### src/rtl/bsts_params.svh
`ifndef BSTS_PARAMS_SVH
`define BSTS_PARAMS_SVH

`define BSTS_DW 16
`define BSTS_AW 8

`define BSTS_OFF_CTRL 8'h00
`define BSTS_OFF_INTERVAL 8'h04
`define BSTS_OFF_COUNTDOWN 8'h08
`define BSTS_OFF_DURATION 8'h0C
`define BSTS_OFF_STATUS 8'h10
`define BSTS_OFF_ELAPSED 8'h14

`define BSTS_CTRL_START 0
`define BSTS_CTRL_STOP 1
`define BSTS_CTRL_DEFER 2
`define BSTS_CTRL_DEFAULTS 3

`define BSTS_ST_BUSY 0
`define BSTS_ST_STANDBY 1
`define BSTS_ST_ALARM 2
`define BSTS_ST_DEFER 3
`define BSTS_ST_PASS 4
`define BSTS_ST_FAIL 5
`define BSTS_ST_STOP 6
`define BSTS_ST_AUTO 7
`define BSTS_ST_ENABLED 8

`define BSTS_IN_BUTTON 0
`define BSTS_IN_REMOTE 1
`define BSTS_IN_PRESENT 2
`define BSTS_IN_BREAKER 3
`define BSTS_IN_DISCH 4
`define BSTS_IN_LOW 5
`define BSTS_IN_SBY_OK 6
`define BSTS_IN_OUT_OK 7
`define BSTS_IN_INVERTER 8
`define BSTS_IN_N 9

`define BSTS_RST_INTERVAL 16'h001E
`define BSTS_RST_COUNTDOWN 16'h001E
`define BSTS_RST_DURATION 16'h000A
`define BSTS_DEFER_DAYS 16'h0007
`define BSTS_INV_DEFER_MIN 8'h05
`define BSTS_CLEAR_MIN 16'h0001

`endif

### src/rtl/bsts_pkg.sv
`include "bsts_params.svh"

package bsts_pkg;

  typedef enum logic [1:0] {
    BSTS_IDLE,
    BSTS_CHECK,
    BSTS_RUN
  } bsts_state_t;

  typedef struct packed {
    logic [`BSTS_DW-1:0] interval;
    logic [`BSTS_DW-1:0] countdown;
    logic defer_active;
    logic due;
  } bsts_sched_t;

  typedef struct packed {
    bsts_state_t state;
    logic [`BSTS_IN_N-1:0] s1;
    logic [`BSTS_IN_N-1:0] s2;
    logic [`BSTS_IN_N-1:0] s3;
    logic [`BSTS_IN_N-1:0] filt;
    logic [`BSTS_DW-1:0] duration;
    logic [`BSTS_DW-1:0] run_min;
    logic [7:0] inv_min;
    logic inv_deferred;
    logic alarm;
    logic last_pass;
    logic last_fail;
    logic last_stop;
    logic auto_run;
    logic [31:0] rdata;
  } bsts_top_t;

endpackage : bsts_pkg

### src/rtl/bsts_if.sv
`timescale 1ns/10ps

`include "bsts_params.svh"

interface bsts_if;
  logic day_tick;
  logic int_wr;
  logic cnt_wr;
  logic defaults;
  logic defer_req;
  logic start_taken;
  logic [`BSTS_DW-1:0] wdata;
  logic [`BSTS_DW-1:0] interval;
  logic [`BSTS_DW-1:0] countdown;
  logic auto_due;
  logic defer_active;

  modport ctl (
    output day_tick,
    output int_wr,
    output cnt_wr,
    output defaults,
    output defer_req,
    output start_taken,
    output wdata,
    input interval,
    input countdown,
    input auto_due,
    input defer_active
  );

  modport sch (
    input day_tick,
    input int_wr,
    input cnt_wr,
    input defaults,
    input defer_req,
    input start_taken,
    input wdata,
    output interval,
    output countdown,
    output auto_due,
    output defer_active
  );
endinterface : bsts_if

### src/rtl/bsts_sched.sv
`timescale 1ns/10ps

`include "bsts_params.svh"

module bsts_sched (
  input wire logic clk,
  input wire logic rst,
  bsts_if.sch bus
);

  localparam bsts_pkg::bsts_sched_t SCHED_RST = '{
    interval: `BSTS_RST_INTERVAL,
    countdown: `BSTS_RST_COUNTDOWN,
    default: '0
  };

  bsts_pkg::bsts_sched_t q;
  bsts_pkg::bsts_sched_t d;

  always_comb begin
    d = q;
    d.due = 1'b0;
    if (bus.defaults) begin
      d = SCHED_RST;
    end else begin
      if (bus.int_wr) begin
        d.interval = bus.wdata;
        // re-enabling restarts the countdown from the new interval
        if (q.interval == '0 && bus.wdata != '0) begin
          d.countdown = bus.wdata;
        end
      end
      if (bus.cnt_wr) begin
        d.countdown = bus.wdata;
      end
      // zero interval freezes the whole schedule
      if (d.interval != '0) begin
        if (bus.day_tick && d.countdown != '0) begin
          d.countdown = d.countdown - 16'h0001;
        end
        // a defer only moves a test that falls inside the coming week
        if (bus.defer_req && d.countdown < `BSTS_DEFER_DAYS) begin
          d.countdown = `BSTS_DEFER_DAYS;
          d.defer_active = 1'b1;
        end
        if (d.countdown == '0) begin
          d.due = 1'b1;
          d.countdown = d.interval;
          d.defer_active = 1'b0;
        end
      end
      if (bus.start_taken) begin
        d.defer_active = 1'b0;
      end
    end
  end

  always_ff @(posedge clk) begin
    if (rst) begin
      q <= SCHED_RST;
    end else begin
      q <= d;
    end
  end

  assign bus.interval = q.interval;
  assign bus.countdown = q.countdown;
  assign bus.auto_due = q.due;
  assign bus.defer_active = q.defer_active;

endmodule : bsts_sched

### src/rtl/bsts_top.sv
`timescale 1ns/10ps

// Function
// - second button press or menu stop ends a running test at once.
// - interval of zero days disables all scheduled tests.
// - writing a nonzero interval re-enables scheduling with that day count.
// - after reset tests are enabled with a 30 day interval.
// - battery must be present, breaker closed, charged before standby starts.
// - passing check enters standby for the programmed period, then returns.
// - pass needs normal standby, voltage above threshold, stable output throughout.
// - failure sets alarm; only a pass of at least one minute clears it.
// - a local manual start request launches a test.
// - a start from the remote monitoring card launches a test.
// - deferral touches only a test due within seven days.
// - repeated deferrals push the test seven days past the latest one.
// - deferral with no test in the coming week changes nothing.
// - a manual start runs despite, and cancels, a pending deferral.
// - a programmable day countdown to the next test, idle at zero interval.
// - standby length comes from a minute duration for every test.
// - more than 5 minutes on inverter raises a deferral by itself.
// - active deferral with under seven days left sets the countdown to seven days.

`include "bsts_params.svh"

module bsts_top (
  input wire logic CLK,
  input wire logic RST,
  input wire logic [`BSTS_AW-1:0] ADDR,
  input wire logic [31:0] WDATA,
  input wire logic WR,
  input wire logic RD,
  output logic [31:0] RDATA,
  input wire logic DAY_TICK,
  input wire logic MINUTE_TICK,
  input wire logic TEST_BUTTON,
  input wire logic REMOTE_START,
  input wire logic BATT_PRESENT,
  input wire logic BATT_BREAKER_CLOSED,
  input wire logic BATT_DISCHARGED,
  input wire logic BATT_BELOW_THRESHOLD,
  input wire logic STANDBY_NORMAL,
  input wire logic OUTPUT_STABLE,
  input wire logic INVERTER_MODE,
  output logic STANDBY_REQ,
  output logic TEST_ACTIVE,
  output logic SELF_TEST_FAIL_ALARM
);

  localparam bsts_pkg::bsts_top_t TOP_RST = '{
    state: bsts_pkg::BSTS_IDLE,
    duration: `BSTS_RST_DURATION,
    default: '0
  };

  function automatic logic hit(input logic [`BSTS_AW-1:0] a, input logic [`BSTS_AW-1:0] off);
    hit = (a == off);
  endfunction : hit

  bsts_if sbus ();

  bsts_sched u_sched (
    .clk(CLK),
    .rst(RST),
    .bus(sbus)
  );

  bsts_pkg::bsts_top_t q;
  bsts_pkg::bsts_top_t d;

  logic [`BSTS_IN_N-1:0] pins;
  logic [`BSTS_IN_N-1:0] filt_next;
  logic [`BSTS_IN_N-1:0] rise;
  logic w_ctrl;
  logic cmd_start;
  logic cmd_stop;
  logic inv_defer;
  logic batt_ok;
  logic run_fault;
  logic start_taken;

  assign pins[`BSTS_IN_BUTTON] = TEST_BUTTON;
  assign pins[`BSTS_IN_REMOTE] = REMOTE_START;
  assign pins[`BSTS_IN_PRESENT] = BATT_PRESENT;
  assign pins[`BSTS_IN_BREAKER] = BATT_BREAKER_CLOSED;
  assign pins[`BSTS_IN_DISCH] = BATT_DISCHARGED;
  assign pins[`BSTS_IN_LOW] = BATT_BELOW_THRESHOLD;
  assign pins[`BSTS_IN_SBY_OK] = STANDBY_NORMAL;
  assign pins[`BSTS_IN_OUT_OK] = OUTPUT_STABLE;
  assign pins[`BSTS_IN_INVERTER] = INVERTER_MODE;

  // a pin change counts only once stages two and three agree
  genvar gi;
  generate
    for (gi = 0; gi < `BSTS_IN_N; gi++) begin : g_filt
      assign filt_next[gi] = (q.s2[gi] == q.s3[gi]) ? q.s2[gi] : q.filt[gi];
    end
  endgenerate

  assign rise = filt_next & ~q.filt;
  assign w_ctrl = WR && hit(ADDR, `BSTS_OFF_CTRL);

  // the button toggles: start when idle, stop otherwise
  assign cmd_start = (w_ctrl && WDATA[`BSTS_CTRL_START])
    || rise[`BSTS_IN_REMOTE]
    || (rise[`BSTS_IN_BUTTON] && q.state == bsts_pkg::BSTS_IDLE);
  assign cmd_stop = (w_ctrl && WDATA[`BSTS_CTRL_STOP])
    || (rise[`BSTS_IN_BUTTON] && q.state != bsts_pkg::BSTS_IDLE);

  assign inv_defer = !q.inv_deferred && (q.inv_min > `BSTS_INV_DEFER_MIN);

  assign batt_ok = q.filt[`BSTS_IN_PRESENT] && q.filt[`BSTS_IN_BREAKER]
    && !q.filt[`BSTS_IN_DISCH];
  assign run_fault = !q.filt[`BSTS_IN_SBY_OK] || q.filt[`BSTS_IN_LOW]
    || !q.filt[`BSTS_IN_OUT_OK];

  assign sbus.day_tick = DAY_TICK;
  assign sbus.int_wr = WR && hit(ADDR, `BSTS_OFF_INTERVAL);
  assign sbus.cnt_wr = WR && hit(ADDR, `BSTS_OFF_COUNTDOWN);
  assign sbus.defaults = w_ctrl && WDATA[`BSTS_CTRL_DEFAULTS];
  assign sbus.defer_req = (w_ctrl && WDATA[`BSTS_CTRL_DEFER]) || inv_defer;
  assign sbus.start_taken = start_taken;
  assign sbus.wdata = WDATA[`BSTS_DW-1:0];

  always_comb begin
    d = q;
    start_taken = 1'b0;
    d.s1 = pins;
    d.s2 = q.s1;
    d.s3 = q.s2;
    d.filt = filt_next;

    if (sbus.defaults) begin
      d.duration = `BSTS_RST_DURATION;
    end
    if (WR && hit(ADDR, `BSTS_OFF_DURATION)) begin
      d.duration = WDATA[`BSTS_DW-1:0];
    end

    // outage time on inverter, self tests excluded
    if (q.filt[`BSTS_IN_INVERTER] && q.state == bsts_pkg::BSTS_IDLE) begin
      if (MINUTE_TICK && q.inv_min != 8'hFF) begin
        d.inv_min = q.inv_min + 8'h01;
      end
      if (inv_defer) begin
        d.inv_deferred = 1'b1;
      end
    end else begin
      d.inv_min = 8'h00;
      d.inv_deferred = 1'b0;
    end

    unique case (q.state)
      bsts_pkg::BSTS_IDLE: begin
        // a due pulse arriving mid-test is dropped; next one is an interval later
        if (cmd_start || sbus.auto_due) begin
          d.state = bsts_pkg::BSTS_CHECK;
          d.run_min = '0;
          d.last_pass = 1'b0;
          d.last_fail = 1'b0;
          d.last_stop = 1'b0;
          d.auto_run = !cmd_start;
          start_taken = cmd_start;
        end
      end
      bsts_pkg::BSTS_CHECK: begin
        if (cmd_stop) begin
          d.state = bsts_pkg::BSTS_IDLE;
          d.last_stop = 1'b1;
        end else if (batt_ok) begin
          d.state = bsts_pkg::BSTS_RUN;
        end else begin
          // no inverter attempt without a usable battery
          d.state = bsts_pkg::BSTS_IDLE;
          d.alarm = 1'b1;
          d.last_fail = 1'b1;
        end
      end
      bsts_pkg::BSTS_RUN: begin
        if (cmd_stop) begin
          d.state = bsts_pkg::BSTS_IDLE;
          d.last_stop = 1'b1;
        end else if (run_fault) begin
          d.state = bsts_pkg::BSTS_IDLE;
          d.alarm = 1'b1;
          d.last_fail = 1'b1;
        end else if (q.run_min >= q.duration) begin
          d.state = bsts_pkg::BSTS_IDLE;
          d.last_pass = 1'b1;
          // a zero-length pass is too short to clear the alarm
          if (q.run_min >= `BSTS_CLEAR_MIN) begin
            d.alarm = 1'b0;
          end
        end else if (MINUTE_TICK) begin
          d.run_min = q.run_min + 16'h0001;
        end
      end
    endcase

    d.rdata = '0;
    if (RD) begin
      if (hit(ADDR, `BSTS_OFF_INTERVAL)) begin
        d.rdata[`BSTS_DW-1:0] = sbus.interval;
      end else if (hit(ADDR, `BSTS_OFF_COUNTDOWN)) begin
        d.rdata[`BSTS_DW-1:0] = sbus.countdown;
      end else if (hit(ADDR, `BSTS_OFF_DURATION)) begin
        d.rdata[`BSTS_DW-1:0] = q.duration;
      end else if (hit(ADDR, `BSTS_OFF_ELAPSED)) begin
        d.rdata[`BSTS_DW-1:0] = q.run_min;
      end else if (hit(ADDR, `BSTS_OFF_STATUS)) begin
        d.rdata[`BSTS_ST_BUSY] = q.state != bsts_pkg::BSTS_IDLE;
        d.rdata[`BSTS_ST_STANDBY] = q.state == bsts_pkg::BSTS_RUN;
        d.rdata[`BSTS_ST_ALARM] = q.alarm;
        d.rdata[`BSTS_ST_DEFER] = sbus.defer_active;
        d.rdata[`BSTS_ST_PASS] = q.last_pass;
        d.rdata[`BSTS_ST_FAIL] = q.last_fail;
        d.rdata[`BSTS_ST_STOP] = q.last_stop;
        d.rdata[`BSTS_ST_AUTO] = q.auto_run;
        d.rdata[`BSTS_ST_ENABLED] = sbus.interval != '0;
      end
    end
  end

  always_ff @(posedge CLK) begin
    if (RST) begin
      q <= TOP_RST;
    end else begin
      q <= d;
    end
  end

  assign RDATA = q.rdata;
  assign STANDBY_REQ = q.state == bsts_pkg::BSTS_RUN;
  assign TEST_ACTIVE = q.state != bsts_pkg::BSTS_IDLE;
  assign SELF_TEST_FAIL_ALARM = q.alarm;

endmodule : bsts_top

### config.mk
export PLATFORM = sky130hd
export DESIGN_NAME = bsts_top
export DESIGN_NICKNAME = d
export VERILOG_FILES = /design/src/rtl/bsts_pkg.sv /design/src/rtl/bsts_if.sv /design/src/rtl/bsts_sched.sv /design/src/rtl/bsts_top.sv
export VERILOG_INCLUDE_DIRS = /design/src /design/src/rtl
export SDC_FILE = /design/constraint.sdc
export NUM_CORES = 1
export LEC_CHECK = 0
export BUFFER_PORTS_ARGS = -buffer_cell sky130_fd_sc_hd__buf_2
export CAP_MARGIN = 20
export CORE_ASPECT_RATIO = 0.7
export CORE_MARGIN = 2
export CORE_UTILIZATION = 60
export CTS_CLUSTER_DIAMETER = 30
export CTS_CLUSTER_SIZE = 16
export DETAILED_ROUTE_END_ITERATION = 12
export HOLD_SLACK_MARGIN = 0.06
export PLACE_DENSITY = 0.82
export SYNTH_ARGS = -nofsm -noshare
export SYNTH_HDL_FRONTEND = slang
export SYNTH_SLANG_ARGS = --single-unit
### constraint.sdc
create_clock -name CLK -period 10.2 [get_ports CLK]
set_clock_uncertainty 0.1 [all_clocks]
set_input_delay 2.04 -clock CLK [delete_from_list [all_inputs] [get_ports CLK]]
set_output_delay 2.04 -clock CLK [all_outputs]
set_load 0.02 [all_outputs]
==> results.json, run 1 <==
{
  "tightest_slew_ns": 1.03,
  "p_sw_uw": 350,
  "vias": 7025,
  "critPathArrivalTime_ns": 6.50,
  "ios": 90,
  "synthArstFlopShare_pct": 0,
  "ant_nets": 0,
  "nFillCells": 962,
  "wirelength_um": 20600,
  "grt-ovfl-total": 0,
  "cts.sinks": 134,
  "clkSlewWorstSetupHoldPaths_ns": 0.07,
  "status": "finished clean",
  "drc": 0,
  "portBuffers": 57,
  "leakagePower_uw": 0.00324,
  "intPower_uw": 888,
  "hp-class": "flip-flop to flip-flop",
  "cts-root-buf": "clkbuf_16",
  "crit_path_end_kind": "flip-flop",
  "yosysUniqueCellTypes": 72,
  "synth-edff-count": 0,
  "place_congestion": 0.956,
  "grt_pass1_wl_um": 32400,
  "slew_headroom_pct": 31.2,
  "viasPerCell": 6.60,
  "ys_seq_elements": 134,
  "drt_iter0_markers": 996,
  "hpwl_um": 14500,
  "htree_levels": 4,
  "pwr-share-clk_pct": 49.9,
  "final_core_util_pct": 68.4,
  "cts.repair.resized": 0,
  "postCtsSetupBuffers": 0,
  "fmax_ghz": 0.160,
  "cts_tree": "built",
  "grt_max_degree": 68,
  "synthFlopType": "dfxtp_1",
  "area_growth_pct": 9.57,
  "hold_buffers": 0,
  "maxSlewViolCount": 0,
  "post-route-period-util_pct": 61.4,
  "yosysWarnings": 0,
  "dieHeight_um": 97.1,
  "antenna_cells": 0,
  "finalPower_uw": 1240,
  "power_density_mw_per_mm2": 152,
  "die_x_um": 137,
  "antenna_found_initial": 0,
  "nNetsFinal": 975,
  "path_class": "input pin to flip-flop",
  "setup-violations-final": 0,
  "setup.worst_path.start_class": "input pin",
  "clockBufferDepth": 2,
  "finalSetupTns_ns": 0,
  "synthesis.area_mm2": 0.00743,
  "cp_max_fo": 19,
  "multi_input_area_mm2": 0.00421,
  "yosysSeqAreaShare_pct": 36.1,
  "hold_viol": 0,
  "rsz0062_at_grt": "false",
  "first_global_vias": 6320,
  "ir_drop_v": 0.000143,
  "required_ns": 10.44,
  "rows": 33,
  "syn_area_per_cell_um2": 8.42,
  "p_seq_share_pct": 43.3,
  "insertion_delay_ns": 0.43,
  "track_usage_pct": 30.8,
  "period_needed_ns": 6.26,
  "cts-buffers-inserted": 17,
  "drv_cap": 0,
  "p_sw_share_pct": 28.2,
  "drive_above_1_share_pct": 13.1,
  "wl_per_cell_um": 19.3,
  "regArea_mm2": 0.00268,
  "initial_core_util_pct": 62.4,
  "drt_pass1_iterations": 12,
  "comb_power_share_pct": 6.8,
  "fp.coreArea_mm2": 0.0119,
  "synth_cells": 882,
  "dieArea_mm2": 0.0133
}
[worst paths after layout]
| check | start | end | slack (ns) | depth (start not counted) |
|---|---|---|---|---|
| worst max-delay path | WDATA[2] | u_sched.bus.countdown[11]$_SDFF_PP0_ | 3.94 | 11 |
| worst min-delay path | d[104]$_SDFF_PP0_ | d[95]$_SDFF_PP0_ | 0.34 | 1 |
| worst max register to register | u_sched.bus.interval[1]$_SDFF_PP1_ | u_sched.bus.countdown[11]$_SDFF_PP0_ | 5.44 | 10 |
| worst min register to register | d[104]$_SDFF_PP0_ | d[95]$_SDFF_PP0_ | 0.34 | 1 |
[layout by cell type (no fill, tap or decap), drive strengths merged, types with 14 or more instances in the layout]
cell,synthesis,routed
nand2,75,75
a22oi,25,25
nor2,73,73
mux2i,29,29
clkbuf,36,17
nor3,20,20
conb,1,16
o21ai,41,41
nand4,14,14
or3,19,19
a31oi,15,15
ha,25,25
buf,47,62
a21oi,67,67
nor2b,31,31
inv,32,41
nand3,16,16
dfxtp,134,134
[layer usage]
layer | vias to the layer above | track usage, % | part of all wire, %
met5 | - | 0 | 0
li1 | 3205 | - | -
met3 | 60 | 7.77 | 13
met1 | 3253 | 46.3 | 44
met2 | 507 | 43.2 | 42
met4 | 0 | 8.41 | 2.0
[per-stage QoR]
stage / cell area [µm²] / worst slack (ns) / instances / hold slack (ns)
after floorplan: 7480 / 5.25 / 897 / 0.314
after global placement: 7520 / 3.77 / 1031 / 0.317
after detailed placement: 7530 / 3.77 / 1032 / 0.325
after CTS: 8130 / 4.16 / 1064 / 0.344
after global routing: 8140 / 3.80 / 1065 / 0.360
final: 8140 / 3.94 / 1065 / 0.341
[state kept, by name, indices dropped and copies added, names as in the netlist]
register,flops
SELF_TEST_FAIL_ALARM,1
u_sched.bus.countdown,16
u_sched.bus.interval,16
d,18
q,65
u_sched.bus.auto_due,1
u_sched.bus.defer_active,1
RDATA,16
[power groups by stage]
stage	Clock, µW	Sequential [µW]	Combinational (µW)
global placement	0	548	79.2
floorplan	0	546	59.9
global route	639	537	90.2
detailed placement	0	548	80.9
CTS	615	536	81.8
finish	617	537	84.0
[logic make-up after synthesis]
group	count (synthesis)	share of synthesized area, %
AND/OR/NAND/NOR	326	24.3
AO/OA/AOI/OAI	233	21.2
flip-flops	134	36.1
buffers and inverters	115	7.89
multiplexers	33	4.52
adder cells (fa/ha/maj)	25	4.21
XOR/XNOR	15	1.77
other	1	0.0505
[worst max-delay path, cell delays in order]
cell	delay, ns
buf_2	0.18
nor4_4	0.38
and2_1	0.34
a311o_1	0.33
nand2_1	0.41
o41ai_1	0.75
o2111a_1	0.29
nand4b_1	0.23
nor4b_4	0.96
and3_1	0.42
o2bb2ai_1	0.15
[final cells by class]
type	count	share of cell area, %
multi-input cells	648	51.8
inverters	32	1.48
repair buffers	62	3.97
flip-flops and latches	134	33.0
well taps	157	2.41
clock buffers	17	5.23
clock inverters	15	2.15
[Yosys cell counts (all sizes together) (3+ instances only)]
cell type | count | area, µm²
a211oi | 10 | 85.1
xnor2 | 8 | 70.1
nand2 | 75 | 282
and3 | 12 | 75.1
o211ai | 4 | 30.0
buf | 47 | 329
nor4 | 13 | 124
nand3 | 16 | 80.1
o31a | 3 | 26.3
a31oi | 15 | 93.8
a22oi | 25 | 188
nand4 | 14 | 93.8
a221oi | 11 | 103
or4 | 10 | 75.1
xor2 | 7 | 61.3
ha | 25 | 313
dfxtp | 134 | 2680
mux2i | 29 | 290
nor2 | 73 | 282
o21ai | 41 | 205
nor2b | 31 | 194
nand2b | 3 | 18.8
a21o | 11 | 82.6
and4 | 6 | 52.6
and2 | 11 | 68.8
o32ai | 3 | 26.3
nand3b | 11 | 82.6
mux2 | 4 | 45.0
or2 | 5 | 31.3
nor3 | 20 | 111
nor4b | 5 | 88.8
or3 | 19 | 124
o31ai | 13 | 97.6
a21oi | 67 | 335
a222oi | 8 | 80.1
inv | 32 | 120
clkbuf | 36 | 136
No activity file was read; power rests on OpenSTA's default activity.
==> run 2, diff against run 1 <==
--- a/config.mk
+++ b/config.mk
@@ -10,12 +10,12 @@
 export CAP_MARGIN = 20
 export CORE_ASPECT_RATIO = 0.7
 export CORE_MARGIN = 2
-export CORE_UTILIZATION = 60
+export CORE_UTILIZATION = 53
 export CTS_CLUSTER_DIAMETER = 30
 export CTS_CLUSTER_SIZE = 16
 export DETAILED_ROUTE_END_ITERATION = 12
 export HOLD_SLACK_MARGIN = 0.06
-export PLACE_DENSITY = 0.82
+export PLACE_DENSITY = 0.77
 export SYNTH_ARGS = -nofsm -noshare
 export SYNTH_HDL_FRONTEND = slang
 export SYNTH_SLANG_ARGS = --single-unit
==> constraint.sdc (replaced) <==
create_clock -name CLK -period 5.1 [get_ports CLK]
set_clock_uncertainty 0.1 [all_clocks]
set_input_delay 1.02 -clock CLK [delete_from_list [all_inputs] [get_ports CLK]]
set_output_delay 1.02 -clock CLK [all_outputs]
set_load 0.02 [all_outputs]
==> run 2 against run 1 <==
Combinational power grew 100%. Sequential share of layout area shrank 0.59 points. Die area grew 13%.
==> results.json, run 2 (synthesized netlist as in run 1, its figures left out) <==
{
  "status": "finished clean",
  "rsz0062_at_grt": "false",
  "leakagePower_uw": 0.00331,
  "finalSetupTns_ns": 0,
  "crit_family": "simple AND/OR/NAND/NOR gates",
  "grt_pass1_wl_um": 32700,
  "postCtsSetupBuffers": 0,
  "clockBufferDepth": 2,
  "wl_per_cell_um": 18.2,
  "nFillCells": 1234,
  "critPathArrivalTime_ns": 4.67,
  "track_usage_pct": 27.8,
  "ios": 90,
  "die_x_um": 145,
  "final_cell_mix": "dfxtp_1, nand2_1, nor2_1",
  "cts-buffers-inserted": 17,
  "fp.coreArea_mm2": 0.0138,
  "cts.sinks": 134,
  "area_growth_pct": 11.6,
  "viasPerCell": 6.14,
  "grt_max_degree": 67,
  "drt_pass1_iterations": 6,
  "fmax_ghz": 0.226,
  "pwr-share-clk_pct": 49.9,
  "drt_iter0_markers": 792,
  "cts_tree": "built",
  "period_needed_ns": 4.42,
  "grt-ovfl-total": 0,
  "cts.repair.resized": 0,
  "p_sw_share_pct": 28.2,
  "intPower_uw": 1780,
  "tightest_slew_ns": 0.810,
  "slew_headroom_pct": 46.0,
  "top_register": "q",
  "insertion_delay_ns": 0.43,
  "largest_reg_flops": 65,
  "first_global_vias": 6188,
  "cpMaxStageDelayCell": "o31ai_1",
  "wirelength_um": 20200,
  "drv_cap": 0,
  "hold_buffers": 0,
  "path_cells": "buf_2 > nor4b_4 > nand4_2 > a311oi_4 > nor2_4 > o31ai_1 > o2111a_1 > nand4b_1 > nor4b_4 > buf_12 > and3_1 > o2bb2ai_1",
  "regArea_mm2": 0.00268,
  "dieArea_mm2": 0.0150,
  "setup.worst_path.start_class": "input pin",
  "place_congestion": 0.968,
  "p_sw_uw": 697,
  "ff2ff_setup_slack_ns": 0.91,
  "drc": 0,
  "ir_drop_v": 0.000256,
  "post-route-period-util_pct": 86.7,
  "cp_max_fo": 19,
  "hold_ws_ns": 0.336,
  "crit_path_max_incr_delay_ns": 0.53,
  "required_ns": 5.35,
  "path_class": "input pin to flip-flop",
  "initial_core_util_pct": 53.9,
  "nNetsFinal": 987,
  "portBuffers": 57,
  "crit_path_end_kind": "flip-flop",
  "rows": 36,
  "final_common_cell": "dfxtp_1",
  "finalPower_uw": 2470,
  "hpwl_um": 14500,
  "hp-class": "flip-flop to flip-flop",
  "antenna_cells": 0,
  "ant_nets": 0,
  "vias": 6817,
  "setup-violations-final": 0,
  "p_seq_share_pct": 43.3,
  "clkSlewWorstSetupHoldPaths_ns": 0.07,
  "cts-root-buf": "clkbuf_16",
  "power_density_mw_per_mm2": 299,
  "drive_above_1_share_pct": 14.2,
  "antenna_found_initial": 0,
  "comb_power_share_pct": 6.8,
  "maxSlewViolCount": 0,
  "crit_buf_inv": 2,
  "cp_common_cell": "nor4b_4",
  "multi_input_area_mm2": 0.00421,
  "htree_levels": 4,
  "hold_viol": 0,
  "dieHeight_um": 103
}
run 2: area by class of cell:
| class | instances | area share [%] |
|---|---|---|
| clock buffer | 17 | 5.13 |
| clock inverter | 15 | 2.17 |
| inverter | 32 | 1.45 |
| multi-input combinational | 648 | 50.9 |
| sequential | 134 | 32.4 |
| tap | 190 | 2.87 |
| timing repair buffer | 74 | 5.13 |
run 2: per-stage QoR:
step	instances	cell area [µm²]	setup slack, ns	utilization, %
floorplan	897	7480	1.17	-
global placement	1077	7670	0.445	55.7
detailed placement	1078	7680	0.421	55.7
CTS	1110	8290	0.866	60.1
global route	1110	8290	0.437	60.1
finish	1110	8290	0.680	60.1
run 2: final timing paths:
path | startpoint | end | cells past startpoint
max | ADDR[3] | u_sched.bus.countdown[11]$_SDFF_PP0_ | 12
min | d[104]$_SDFF_PP0_ | d[95]$_SDFF_PP0_ | 1
min reg2reg | d[104]$_SDFF_PP0_ | d[95]$_SDFF_PP0_ | 1
max reg2reg | u_sched.bus.interval[4]$_SDFF_PP1_ | u_sched.bus.countdown[11]$_SDFF_PP0_ | 11
run 2: worst register-to-register path, stage by stage (launching register included):
cell and delay, ns:
dfxtp_1 0.32, nor3_1 0.47, nand4_1 0.33, a311oi_4 0.59, nor2_4 0.19, o31ai_1 0.54
o2111a_1 0.28, nand4b_1 0.25, nor4b_4 0.38, buf_12 0.20, and3_1 0.30, o2bb2ai_1 0.16
run 2: power groups by stage:
stage | Sequential (µW) | Clock [µW] | Combinational [µW]
2_1_floorplan | 1090 | 0 | 120
3_5_place_dp | 1100 | 0 | 163
4_1_cts | 1070 | 1240 | 165
3_3_place_gp | 1100 | 0 | 161
6_report | 1070 | 1230 | 168
5_1_grt | 1070 | 1310 | 183
run 2: metal layers:
layer | global-route usage, % | up-vias | wire length (µm)
li1 | - | 3242 | -
met1 | 39.6 | 3177 | 9170
met2 | 39.0 | 359 | 8150
met3 | 9.07 | 39 | 2420
met4 | 10.6 | 0 | 416
met5 | 0 | - | 0
